**config.mk**
```make
export PLATFORM = sky130hd
export DESIGN_NAME = dcc_top
export DESIGN_NICKNAME = d
export VERILOG_FILES = /design/src/hw/dcc_pkg.sv /design/src/hw/dcc_top.sv
export SDC_FILE = /design/constraint.sdc
export NUM_CORES = 1
export LEC_CHECK = 0
export ABC_AREA = 0
export ABC_CLOCK_PERIOD_IN_PS = 4400
export BUFFER_PORTS_ARGS = -buffer_cell sky130_fd_sc_hd__buf_2
export CELL_PAD_IN_SITES_DETAIL_PLACEMENT = 0
export CELL_PAD_IN_SITES_GLOBAL_PLACEMENT = 1
export CORE_UTILIZATION = 30
export CTS_CLUSTER_SIZE = 16
export DETAILED_ROUTE_END_ITERATION = 7
export PLACE_DENSITY_LB_ADDON = 0.1
export REMOVE_ABC_BUFFERS = 1
export SLEW_MARGIN = 10
export SYNTH_ARGS = -nofsm -noshare
export SYNTH_HDL_FRONTEND = slang
export SYNTH_SLANG_ARGS = --single-unit
```
**constraint.sdc**
```tcl
create_clock -name ref_clk -period 4.4 [get_ports ref_clk]
set_input_delay 0.88 -clock ref_clk [delete_from_list [all_inputs] [get_ports ref_clk]]
set_output_delay 0.88 -clock ref_clk [all_outputs]
set_load 0.005 [all_outputs]
```
**src/hw/dcc_pkg.sv**
```systemverilog
/*
 * Constants and types for the dual comparator control block.
 * Assumes an APB master with 32-bit data and a 50 MHz system clock.
 */
package dcc_pkg;

	// ************************************************
	// Register map (word indices and byte addresses)
	// ************************************************
	localparam logic [11:0] COMPARATOR0_CONTROL_IDX  = 12'h009e;
	localparam logic [11:0] COMPARATOR1_CONTROL_IDX  = 12'h009f;
	localparam logic [11:0] INT_STATUS_IDX           = 12'h00a0;
	localparam logic [11:0] INT_MASK_IDX             = 12'h00a1;
	localparam logic [11:0] RESET_CFG_IDX            = 12'h00a2;
	localparam logic [11:0] PIN_CFG_IDX              = 12'h00a3;
	localparam logic [13:0] COMPARATOR0_CONTROL_ADDR = {COMPARATOR0_CONTROL_IDX, 2'b00};
	localparam logic [13:0] COMPARATOR1_CONTROL_ADDR = {COMPARATOR1_CONTROL_IDX, 2'b00};
	localparam logic [13:0] INT_STATUS_ADDR          = {INT_STATUS_IDX, 2'b00};
	localparam logic [13:0] INT_MASK_ADDR            = {INT_MASK_IDX, 2'b00};
	localparam logic [13:0] RESET_CFG_ADDR           = {RESET_CFG_IDX, 2'b00};
	localparam logic [13:0] PIN_CFG_ADDR             = {PIN_CFG_IDX, 2'b00};

	// ************************************************
	// Control register fields
	// ************************************************
	localparam int          BIT_ENABLE    = 7;
	localparam int          BIT_OUT_STATE = 6;
	localparam int          BIT_RISE_FLAG = 5;
	localparam int          BIT_FALL_FLAG = 4;
	localparam int          HYP_LSB       = 2;
	localparam int          HYN_LSB       = 0;
	localparam logic [7:0]  CONTROL_RESET = 8'h00;

	// Status/mask layout: bit 2n rising, bit 2n+1 falling for comparator n
	localparam logic [3:0]  STATUS_RESET  = 4'h0;
	localparam logic [3:0]  MASK_RESET    = 4'h0;
	localparam logic [31:0] UNMAPPED_DATA = 32'h0000_0000;

	// ************************************************
	// Hysteresis codes
	// ************************************************
	typedef enum logic [1:0] {
		DCC_HYS_OFF   = 2'b00,
		DCC_HYS_2MV   = 2'b01,
		DCC_HYS_4MV   = 2'b10,
		DCC_HYS_10MV  = 2'b11
	} dcc_hys_t;

	typedef struct packed {
		logic     enable;
		dcc_hys_t hys_pos;
		dcc_hys_t hys_neg;
	} dcc_analog_t;

	// ************************************************
	// Timing
	// ************************************************
	localparam int POWER_ON_MS   = 20;
	localparam int CLK_HZ        = 50_000_000;
	localparam int POWER_ON_CYC  = POWER_ON_MS * (CLK_HZ / 1000);

	typedef enum logic [1:0] {
		DCC_ST_IDLE   = 2'b00,
		DCC_ST_ACCESS = 2'b01
	} dcc_apb_state_t;

endpackage : dcc_pkg

```
**src/hw/dcc_top.sv**
```systemverilog
/*
 * Dual comparator control: two control registers, edge flags, interrupt,
 * reset request from comparator 0, pin drive for port 1 routing.
 * Assumes APB master, raw analog comparator outputs asynchronous.
 */
// The APB slave port was chosen for this implementation.
`timescale 1ns/1ps
`default_nettype none

module dcc_top
	import dcc_pkg::*;
#(
	parameter int POWER_ON_CYCLES = dcc_pkg::POWER_ON_CYC
) (
	input  wire logic               ref_clk,
	input  wire logic               reset,
	input  wire logic               psel,
	input  wire logic               penable,
	input  wire logic               pwrite,
	input  wire logic [13:0]        paddr,
	input  wire logic [31:0]        pwdata,
	output logic      [31:0]        prdata,
	output logic                    pready,
	output logic                    pslverr,
	input  wire logic [1:0]         cmp_raw,
	output dcc_pkg::dcc_analog_t    analog_cfg0,
	output dcc_pkg::dcc_analog_t    analog_cfg1,
	output logic      [1:0]         pin_out,
	output logic      [1:0]         pin_oe,
	output logic      [1:0]         stable,
	output logic                    irq,
	output logic                    reset_req
);
	import dcc_pkg::*;

	// ************************************************
	// Register storage
	// ************************************************
	logic [1:0]     en_ff;
	logic [1:0]     hyp_ff [2];
	logic [1:0]     hyn_ff [2];
	logic [3:0]     status_ff;
	logic [3:0]     mask_ff;
	logic           rst_en_ff;
	logic [1:0]     route_ff;
	logic [1:0]     pushpull_ff;
	logic [1:0]     sync1_ff;
	logic [1:0]     sync2_ff;
	logic [1:0]     prev_ff;
	logic [1:0]     valid_ff;
	logic [31:0]    cnt_ff [2];
	dcc_apb_state_t state_ff;
	logic           wr_en;
	logic [3:0]     edge_set;
	logic [3:0]     nxt_status;
	logic [7:0]     ctrl_rd [2];

	assign wr_en = psel && penable && pwrite && (state_ff == DCC_ST_ACCESS);

	// ************************************************
	// APB slave: one wait cycle, answer in the access phase
	// ************************************************
	always_ff @(posedge ref_clk) begin
		if (reset) begin
			state_ff <= DCC_ST_IDLE;
			pready   <= 1'b0;
			pslverr  <= 1'b0;
		end else begin
			case (state_ff)
				DCC_ST_IDLE: begin
					pready  <= 1'b0;
					pslverr <= 1'b0;
					if (psel && penable) begin
						state_ff <= DCC_ST_ACCESS;
						pready   <= 1'b1;
					end
				end
				DCC_ST_ACCESS: begin
					state_ff <= DCC_ST_IDLE;
					pready   <= 1'b0;
				end
				default: state_ff <= DCC_ST_IDLE;
			endcase
		end
	end

	// Read data is built one cycle ahead so that it leaves a flip-flop
	always_comb begin
		for (int i = 0; i < 2; i++) begin
			ctrl_rd[i] = {en_ff[i], sync2_ff[i] & en_ff[i], status_ff[2*i],
				status_ff[2*i+1], hyp_ff[i], hyn_ff[i]};
		end
	end

	always_ff @(posedge ref_clk) begin
		if (reset) begin
			prdata <= UNMAPPED_DATA;
		end else if (psel && penable && !pwrite && state_ff == DCC_ST_IDLE) begin
			case (paddr)
				COMPARATOR0_CONTROL_ADDR: prdata <= {24'h00_0000, ctrl_rd[0]};
				COMPARATOR1_CONTROL_ADDR: prdata <= {24'h00_0000, ctrl_rd[1]};
				INT_STATUS_ADDR:          prdata <= {28'h000_0000, status_ff};
				INT_MASK_ADDR:            prdata <= {28'h000_0000, mask_ff};
				RESET_CFG_ADDR:           prdata <= {31'h0000_0000, rst_en_ff};
				PIN_CFG_ADDR: prdata <= {28'h000_0000, pushpull_ff, route_ff};
				default:                  prdata <= UNMAPPED_DATA;
			endcase
		end
	end

	// ************************************************
	// Control registers
	// ************************************************
	always_ff @(posedge ref_clk) begin
		if (reset) begin
			en_ff       <= 2'b00;
			hyp_ff[0]   <= 2'b00;
			hyp_ff[1]   <= 2'b00;
			hyn_ff[0]   <= 2'b00;
			hyn_ff[1]   <= 2'b00;
			mask_ff     <= MASK_RESET;
			rst_en_ff   <= 1'b0;
			route_ff    <= 2'b00;
			pushpull_ff <= 2'b00;
		end else if (wr_en) begin
			for (int i = 0; i < 2; i++) begin
				if (paddr == (i == 0 ? COMPARATOR0_CONTROL_ADDR
						: COMPARATOR1_CONTROL_ADDR)) begin
					en_ff[i]  <= pwdata[BIT_ENABLE];
					hyp_ff[i] <= pwdata[HYP_LSB +: 2];
					hyn_ff[i] <= pwdata[HYN_LSB +: 2];
				end
			end
			if (paddr == INT_MASK_ADDR) begin
				mask_ff <= pwdata[3:0];
			end
			// Only comparator 0 has a reset path at all
			if (paddr == RESET_CFG_ADDR) begin
				rst_en_ff <= pwdata[0];
			end
			if (paddr == PIN_CFG_ADDR) begin
				route_ff    <= pwdata[1:0];
				pushpull_ff <= pwdata[3:2];
			end
		end
	end

	// ************************************************
	// Synchroniser and edge detection
	// ************************************************
	always_ff @(posedge ref_clk) begin
		if (reset) begin
			sync1_ff <= 2'b00;
			sync2_ff <= 2'b00;
			prev_ff  <= 2'b00;
		end else begin
			sync1_ff <= cmp_raw;
			sync2_ff <= sync1_ff;
			prev_ff  <= sync2_ff;
		end
	end

	// Disabled comparators raise no events
	always_comb begin
		for (int i = 0; i < 2; i++) begin
			edge_set[2*i]   = en_ff[i] && sync2_ff[i] && !prev_ff[i];
			edge_set[2*i+1] = en_ff[i] && !sync2_ff[i] && prev_ff[i];
		end
	end

	// Flags live in the control registers and mirror at INT_STATUS;
	// writing zero to a control flag bit or one to a status bit clears it.
	// A new edge in the clearing cycle wins.
	always_comb begin
		nxt_status = status_ff;
		if (wr_en) begin
			for (int i = 0; i < 2; i++) begin
				if (paddr == (i == 0 ? COMPARATOR0_CONTROL_ADDR
						: COMPARATOR1_CONTROL_ADDR)) begin
					if (!pwdata[BIT_RISE_FLAG])
						nxt_status[2*i] = 1'b0;
					if (!pwdata[BIT_FALL_FLAG])
						nxt_status[2*i+1] = 1'b0;
				end
			end
			if (paddr == INT_STATUS_ADDR)
				nxt_status = nxt_status & ~pwdata[3:0];
		end
		nxt_status = nxt_status | edge_set;
	end

	always_ff @(posedge ref_clk) begin
		if (reset) begin
			status_ff <= STATUS_RESET;
		end else begin
			status_ff <= nxt_status;
		end
	end

	// ************************************************
	// Outputs
	// ************************************************
	always_ff @(posedge ref_clk) begin
		if (reset) begin
			irq         <= 1'b0;
			reset_req   <= 1'b0;
			pin_out     <= 2'b00;
			pin_oe      <= 2'b00;
			analog_cfg0 <= '0;
			analog_cfg1 <= '0;
		end else begin
			irq <= |(nxt_status & mask_ff & {en_ff[1], en_ff[1],
				en_ff[0], en_ff[0]});
			// Reset request only when the output is trusted as stable
			reset_req <= rst_en_ff && en_ff[0] && valid_ff[0]
				&& !sync2_ff[0];
			for (int i = 0; i < 2; i++) begin
				// Open drain drives only the low level
				pin_out[i] <= route_ff[i] && en_ff[i] && sync2_ff[i];
				pin_oe[i]  <= route_ff[i] && (pushpull_ff[i]
					|| !(en_ff[i] && sync2_ff[i]));
			end
			analog_cfg0 <= '{en_ff[0], dcc_hys_t'(hyp_ff[0]),
				dcc_hys_t'(hyn_ff[0])};
			analog_cfg1 <= '{en_ff[1], dcc_hys_t'(hyp_ff[1]),
				dcc_hys_t'(hyn_ff[1])};
		end
	end

	// ************************************************
	// Power-on settling timers
	// ************************************************
	// Hardware reports readiness and gates only reset_req on it; software still must wait
	always_ff @(posedge ref_clk) begin
		if (reset) begin
			cnt_ff[0] <= 32'h0000_0000;
			cnt_ff[1] <= 32'h0000_0000;
			valid_ff  <= 2'b00;
			stable    <= 2'b00;
		end else begin
			for (int i = 0; i < 2; i++) begin
				if (!en_ff[i]) begin
					cnt_ff[i]   <= 32'h0000_0000;
					valid_ff[i] <= 1'b0;
				end else if (cnt_ff[i] < 32'(POWER_ON_CYCLES)) begin
					cnt_ff[i] <= cnt_ff[i] + 32'h0000_0001;
				end else begin
					valid_ff[i] <= 1'b1;
				end
			end
			stable <= valid_ff;
		end
	end
endmodule : dcc_top

`default_nettype wire

```
==> results by group, run 1 <==
STA
  • Slew HR: 0.441
  • Worst slew pin tran: approximately 0.83 ns
  • Final Hold Viols: 0
  • Fmax: about 400 MHz
  • Setup violations, final: 0
  • RSZ-0062 raised after global routing: no
  • Min Tclk post-route: roughly 2.5 ns
  • Setup WS post-layout: approximately 1.9 ns
  • Final period util: 0.577
  • Count of pins over their slew limit: 0
  • Setup TNS: 0 ns
  • Worst Clk Skew: between 0.005 and 0.006 ns

Worst setup path
  • Critical Path RT: 4.69 ns
  • Startpoint types: input pin
  • R2R depth: 5
  • Reg2reg setup slack: ~2.1 ns
  • Crit. End Element: flip-flop
  • Critical setup path kind: input pin to flip-flop
  • Critical Path AT: 2.82 ns
  • Worst R2R End: cnt_ff[1][3]
  • RR Startpoint: cnt_ff[1][13]
  • Crit Path Max Fanout: 6

Layout
  • Layout area overhead: 20.9%
  • Most frequent cells in the layout: nor2_1, edfxtp_1, buf_2
  • Area of the multi-input gates: roughly 2200 sq um
  • Most common cell after layout, fill and taps aside: nor2_1
  • Fillers: 1,835
  • Final nets: between 600 and 700
  • FF/Latch Area: about 3200 sq um
  • Fraction of layout cells with a size suffix above 1: 0.157
  • Number of diodes: 0

Min path
  • Worst Hold Class: flip-flop to flip-flop
  • Hold path depth: 1
  • Min-Delay Endpoint: sync2_ff[0]
  • HP Start: sync1_ff[0]

Clock tree
  • # hold bufs at CTS: 0
  • CTS buffer count: 17
  • Clock root cell: clkbuf_16
  • Cts repair resizes: 0
  • # clock sinks: 123
  • Post-CTS Setup Repair Bufs: 0
  • CTS max path bufs: 2
  • Worst skew pair latency: ~0.40 ns
  • CTS tree: done
  • CTS HTree Levels: 4
  • Worst-path clk slew: 0.05 ns

Placed design
  • Pre-CTS setup slack: between 1 and 1.5 ns
  • GPL Wtd Cong: approximately 0.76
  • Port bufs: 54
  • Post-DP HPWL: about 8.4 mm

Route
  • Vias post-DR: around 3,800
  • Initial DRC Count: 236
  • TritonRoute pass-1 iters: 5
  • Avg WL per Cell: 14.6 um
  • Vias/cell: roughly 4.6
  • Total Wirelength: approximately 12 mm
  • Routed Antenna Nets: 0
  • DRC: 0

Floorplan
  • Total Die Area: 18,800 sq um
  • Core Rows: between 40 and 50
  • Core Area: ~18,000 sq um
  • Die W: 137 um
  • I/O pin cnt: ~110
  • Initial Util: 0.306
  • Die height: 137 um

Global routing
  • Initial antenna violation count: 0
  • GR Util All Layers: 0.138
  • Gr ovfl total: 0
  • Largest net degree at the start of global routing: 40
  • Vias in the first global route: 3,561
  • First-pass GRT wire length: 19.1 mm

Logic synthesis
  • Mapped Cells: roughly 500
  • Post-synth EDFFs: slightly above 70
  • Post-Syn Area: roughly 5500 sq um
  • Fraction of registers with async set/reset: 0
  • Post-Syn Area per Cell: 11.0 sq um
  • #FFs+latches synth: roughly 120
  • Yosys cell types: 54
  • Syn. warnings: 0
  • Sequential-to-total area share from yosys stat: 0.580
  • Top FF cell, synth: edfxtp_1

Power
  • Worst IR Drop VDD: a little under 0.3 mV
  • Leak: between 0.002 and 0.003 uW
  • PwrDens: roughly 420 nW/um^2

Outcome
  • Status: finished, final reports clean

Flow run
  • Max Cap Viol: 0
==> report_power, final <==
| group | internal, uW | switching [uW] |
|---|---|---|
| Combinational | 24.5 | 45.2 |
| Clock | 970 | 478 |
| Sequential | 1230 | 7.83 |
==> cell type report <==
cell class                 instances  area share
inverter                           8     0.00452
multi-input combinational        374       0.332
sequential                       123       0.480
tap                              229      0.0432
clock buffer                      26      0.0769
clock inverter                     6      0.0164
timing repair buffer              60      0.0475
==> logic make-up (layout without fill, tap and decap cells) <==
group                      count (synthesis)  count (layout)  share of synthesized area
buffers and inverters                     50             100                     0.0517
muxes                                     12              12                     0.0219
adders and majority gates                  2               2                    0.00456
AOI/OAI and AO/OA                         43              43                     0.0545
xor gates and xnor gates                  34              34                     0.0542
and+or+nand+nor                          234             234                      0.233
other                                      1              49                   0.000683
DFF                                      123             123                      0.580
==> routing by layer <==
metal,up-vias,GRT usage,wire [um]
met5,-,0,0
met4,0,0.0476,131
met3,10,0.0419,474
met2,73,0.212,5560
met1,1809,0.183,5870
li1,1916,-,-
==> Yosys cell counts, types with 3 or more instances <==
| library cell | count | area [sq um] |
|---|---|---|
| nor2_1 | 75 | 282 |
| edfxtp_1 | 72 | 2160 |
| dfxtp_1 | 51 | 1020 |
| nand2_1 | 27 | 101 |
| buf_4 | 25 | 188 |
| nand3_1 | 20 | 100 |
| nor2b_1 | 19 | 119 |
| xor2_1 | 18 | 158 |
| xnor2_1 | 16 | 140 |
| nor3_1 | 15 | 75.1 |
| nor4_1 | 13 | 81.3 |
| clkbuf_1 | 12 | 45.0 |
| mux2i_1 | 12 | 120 |
| nand4_1 | 12 | 75.1 |
| o21ai_0 | 10 | 50.1 |
| and4_1 | 9 | 78.8 |
| inv_1 | 8 | 30.0 |
| a31oi_1 | 7 | 43.8 |
| nand2b_1 | 7 | 43.8 |
| and3_1 | 6 | 37.5 |
| and2_1 | 5 | 31.3 |
| and3b_1 | 5 | 43.8 |
| a21oi_1 | 4 | 20.0 |
| a221oi_1 | 3 | 26.3 |
| a222oi_1 | 3 | 30.0 |
| buf_1 | 3 | 11.3 |
| o2111ai_1 | 3 | 26.3 |
==> metrics by stage <==
| step | cell area, sq um | total power [uW] | utilization | hold slack [ns] | cells |
|---|---|---|---|---|---|
| 5_1_grt | 6640 | 2870 | 0.370 | 0.451 | 826 |
| 4_1_cts | 6640 | 2800 | 0.370 | 0.436 | 826 |
| 6_report | 6640 | 2760 | 0.370 | 0.434 | 826 |
| 2_1_floorplan | 5420 | 1290 | - | 0.414 | 505 |
| 3_5_place_dp | 6020 | 1330 | 0.335 | 0.422 | 794 |
| 3_3_place_gp | 6020 | 1330 | 0.335 | 0.424 | 794 |
==> worst max path at each step <==
stage                          from           to  slack (ns)  depth (start not counted)
after detailed placement   paddr[4]   mask_ff[2]        1.42                          6
after global routing       paddr[4]  route_ff[1]        1.69                          6
after CTS                  paddr[4]   mask_ff[2]        1.84                          6
after global placement     paddr[4]   mask_ff[1]        1.42                          6
final                      paddr[4]   mask_ff[2]        1.86                          6
after floorplan           paddr[11]    prdata[1]        2.03                          5
==> registers in the layout (all words and copies together), names as in the netlist, 4 cells and up <==
name and flops:
analog_cfg0 5, analog_cfg1 5, cnt_ff 64, hyn_ff 4
hyp_ff 4, mask_ff 4, prdata 8, status_ff 4
==> worst max-delay path, cell delays in order <==
cell and delay (ns):
buf_2 0.11, nor4b_1 0.73, and4_1 0.44, and4bb_2 0.39, mux2i_1 0.22, nor2_1 0.05
(Power assumes the default switching activity.)
==> run 2: changes to the inputs <==
--- a/config.mk
+++ b/config.mk
@@ -5,8 +5,8 @@
 export SDC_FILE = /design/constraint.sdc
 export NUM_CORES = 1
 export LEC_CHECK = 0
-export ABC_AREA = 0
-export ABC_CLOCK_PERIOD_IN_PS = 4400
+export ABC_AREA = 1
+export ABC_CLOCK_PERIOD_IN_PS = 2600
 export BUFFER_PORTS_ARGS = -buffer_cell sky130_fd_sc_hd__buf_2
 export CELL_PAD_IN_SITES_DETAIL_PLACEMENT = 0
 export CELL_PAD_IN_SITES_GLOBAL_PLACEMENT = 1
==> constraint.sdc (replaced) <==
create_clock -name ref_clk -period 2.6 [get_ports ref_clk]
set_input_delay 0.52 -clock ref_clk [delete_from_list [all_inputs] [get_ports ref_clk]]
set_output_delay 0.52 -clock ref_clk [all_outputs]
set_load 0.005 [all_outputs]
==> run 2 against run 1 <==
  * Count of clock-buffer cells in the layout decreased by 6
  * Total power increased by 59%
  * Cell count increased by 17%
  * Combinational power increased by 51%
  * Non-clock buffer count increased by 4
  * First-iteration DRC count increased by 2.5%
  * Register-to-register slack got worse by 1.4 ns
  * Sequential power increased by 69%
  * Sequential share of layout area decreased by 1.4 points
  * Die area increased by 4.0%
==> results by group, run 2 <==
Outcome
  • Status: finished, final reports clean (unchanged)

Logic synthesis
  • Fraction of registers with async set/reset: 0 (unchanged)
  • #FFs+latches synth: 123 (unchanged)
  • Main combinational cell family by area after synthesis: simple AND/OR/NAND/NOR gates (unchanged)
  • Adder-cell share of the synthesized area: 0.00438 (was 0.00456)
  • Post-Syn Area: 5710 sq um (was 5490 sq um)
  • Post-synth top area cell: edfxtp_1 (unchanged)
  • Sequential-to-total area share from yosys stat: 0.557 (was 0.580)
  • Area share of and/or/nand/nor cells after synthesis: 0.260 (was 0.233)
  • Share of the synthesized area in the top cell type: 0.378 (was 0.394)
  • Post-synth EDFFs: 72 (unchanged)
  • Syn. warnings: 0 (unchanged)
  • Yosys cell types: 46 (was 54)
  • Post-Syn Area per Cell: 9.16 sq um (was 11.0 sq um)
  • Synth Area in XOR/XNOR: 0.0215 (was 0.0542)
  • Synth Area in Compound Gates: 0.0633 (was 0.0545)
  • Post-synthesis mux area share: 0 (was 0.0219)
  • Synth top cells by count: nand2_1, nor2_1, edfxtp_1 (was nor2_1, edfxtp_1, dfxtp_1)
  • Mapped Cells: 624 (was 499)
  • Ranking of synthesized cells by area: edfxtp_1, dfxtp_1, nand2_1 (was edfxtp_1, dfxtp_1, nor2_1)
  • Top FF cell, synth: edfxtp_1 (unchanged)
  • Most frequent cell after synthesis: nand2_1 (was nor2_1)

Floorplan
  • Core Rows: 50 (was 49)
  • Core Area: 18,700 sq um (was 18,000 sq um)
  • Die height: 140 um (was 137 um)
  • I/O pin cnt: 105 (unchanged)
  • Initial Util: 0.305 (was 0.306)
  • Die W: 140 um (was 137 um)
  • Total Die Area: 19,600 sq um (was 18,800 sq um)

Route
  • Initial DRC Count: 242 (was 236)
  • Avg WL per Cell: 12.9 um (was 14.6 um)
  • TritonRoute pass-1 iters: 4 (was 5)
  • Vias/cell: 4.35 (was 4.61)
  • DRC: 0 (unchanged)
  • Routed Antenna Nets: 0 (unchanged)
  • Vias post-DR: 4,210 (was 3,808)
  • Total Wirelength: 12.5 mm (was 12.0 mm)

Worst setup path
  • Critical setup path kind: flip-flop to flip-flop (was input pin to flip-flop)
  • Startpoint types: flip-flop (was input pin)
  • Critical Path RT: 2.76 ns (was 4.69 ns)
  • Critical Path AT: 2.07 ns (was 2.82 ns)
  • Crit. End Element: flip-flop (unchanged)
  • Crit Path Max Fanout: 5 (was 6)

Layout
  • Final nets: 775 (was 639)
  • Largest reg by FF count: cnt_ff (unchanged)
  • Number of flip-flops in the largest register: 64 (unchanged)
  • Layout area overhead: 19.8% (was 20.9%)
  • Number of diodes: 0 (unchanged)
  • Area of the multi-input gates: 2180 sq um (was 2200 sq um)
  • Fraction of layout cells with a size suffix above 1: 0.199 (was 0.157)
  • Most frequent cells in the layout: nand2_1, nor2_1, edfxtp_1 (was nor2_1, edfxtp_1, buf_2)
  • FF/Latch Area: 3180 sq um (unchanged)
  • Biggest regs: cnt_ff (64), prdata (8) (unchanged)
  • Most common cell after layout, fill and taps aside: nand2_1 (was nor2_1)
  • Fillers: 1,884 (was 1,835)

STA
  • Count of pins over their slew limit: 0 (unchanged)
  • RSZ-0062 raised after global routing: no (unchanged)
  • Setup TNS: 0 ns (unchanged)
  • Final Hold Viols: 0 (unchanged)
  • Min Tclk post-route: 1.92 ns
  • Setup violations, final: 0 (unchanged)
  • Worst Clk Skew: 0.00929 ns (was 0.00592 ns)
  • Final period util: 0.737
  • Fmax: 522 MHz
  • Setup WS post-layout: 0.685 ns (was 1.86 ns)

Clock tree
  • CTS HTree Levels: 4 (unchanged)
  • # hold bufs at CTS: 0 (unchanged)
  • CTS max path bufs: 2 (unchanged)
  • # clock sinks: 123 (unchanged)
  • Post-CTS Setup Repair Bufs: 0 (unchanged)
  • Cts repair resizes: 0 (unchanged)
  • Worst-path clk slew: 0.06 ns (was 0.05 ns)
  • Worst skew pair latency: 0.41 ns (was 0.40 ns)
  • CTS tree: done (unchanged)
  • Clock root cell: clkbuf_16 (unchanged)
  • CTS buffer count: 17 (unchanged)

Placed design
  • GPL Wtd Cong: 0.842 (was 0.761)
  • Port bufs: 54 (unchanged)
  • Post-DP HPWL: 9.23 mm (was 8.39 mm)
  • Pre-CTS setup slack: 0.574 ns (was 1.42 ns)

Global routing
  • Gr ovfl total: 0 (unchanged)
  • GR Util All Layers: 0.136 (was 0.138)
  • Initial antenna violation count: 0 (unchanged)
  • First-pass GRT wire length: 20.5 mm (was 19.1 mm)
  • Largest net degree at the start of global routing: 33 (was 40)
  • Vias in the first global route: 4,119 (was 3,561)

Power
  • Leak: 0.00280 uW (was 0.00252 uW)
  • Worst IR Drop VDD: 0.419 mV (was 0.288 mV)
  • PwrDens: 643 nW/um^2 (was 415 nW/um^2)

Min path
  • Worst Hold Class: input pin to flip-flop (was flip-flop to flip-flop)

Flow run
  • Max Cap Viol: 0 (unchanged)
==> run 2: final timing paths <==
| path | startpoint | endpoint | slack (ns) | cells past startpoint |
|---|---|---|---|---|
| hold / removal | cmp_raw[1] | sync1_ff[1] | 0.32 | 3 |
| setup reg to reg | cnt_ff[1][0] | cnt_ff[1][18] | 0.68 | 8 |
| setup / recovery | cnt_ff[1][0] | cnt_ff[1][18] | 0.68 | 8 |
| hold reg to reg | sync1_ff[0] | sync2_ff[0] | 0.40 | 2 |
==> run 2: critical path: stages (launching register included) <==
cell	delay (ns)
edfxtp_1	0.39
ha_1	0.18
nand2_1	0.09
inv_1	0.08
nand2_1	0.10
nor4_4	0.40
nand2_2	0.12
nor3b_1	0.22
nor2_1	0.07
==> run 2: power by group <==
| part | leakage [uW] | internal [uW] | switching [uW] |
|---|---|---|---|
| combinational | 0.00128 | 34.4 | 70.9 |
| clock | 0.000280 | 1320 | 884 |
| sequential | 0.00124 | 2080 | 11.7 |
==> run 2: metrics by stage <==
stage | util | instance area, sq um | hold slack [ns] | cells | total power, uW
detailed placement | 0.336 | 6280 | 0.399 | 935 | 2240
global route | 0.366 | 6840 | 0.315 | 967 | 4570
CTS | 0.366 | 6840 | 0.301 | 967 | 4460
global placement | 0.336 | 6280 | 0.391 | 935 | 2240
finish | 0.366 | 6840 | 0.316 | 967 | 4400
floorplan | - | 5650 | 0.388 | 637 | 2180
==> run 2: layout make-up <==
class / count / share of cell area
clock buffer: 20 / 0.0689
clock inverter: 12 / 0.0130
inverter: 75 / 0.0411
multi-input combinational: 439 / 0.319
sequential: 123 / 0.465
tap: 234 / 0.0428
timing repair buffer: 64 / 0.0505
==> run 2: routing by layer <==
metal  routed length (um)  vias to the layer above  GRT usage
met3                  466                       12     0.0424
met1                 6010                     1927      0.175
met2                 5880                       94      0.213
met5                    0                        -          0
met4                  161                        0     0.0486
li1                     -                     2177          -
==> run 2: kinds of logic (layout without fill, tap and decap cells) <==
family	Yosys count	in the layout
buffers and inverters	110	171
xor gates and xnor gates	14	14
other	1	49
DFF	123	123
AOI/OAI and AO/OA	67	67
adders and majority gates	2	2
and+or+nand+nor	307	307
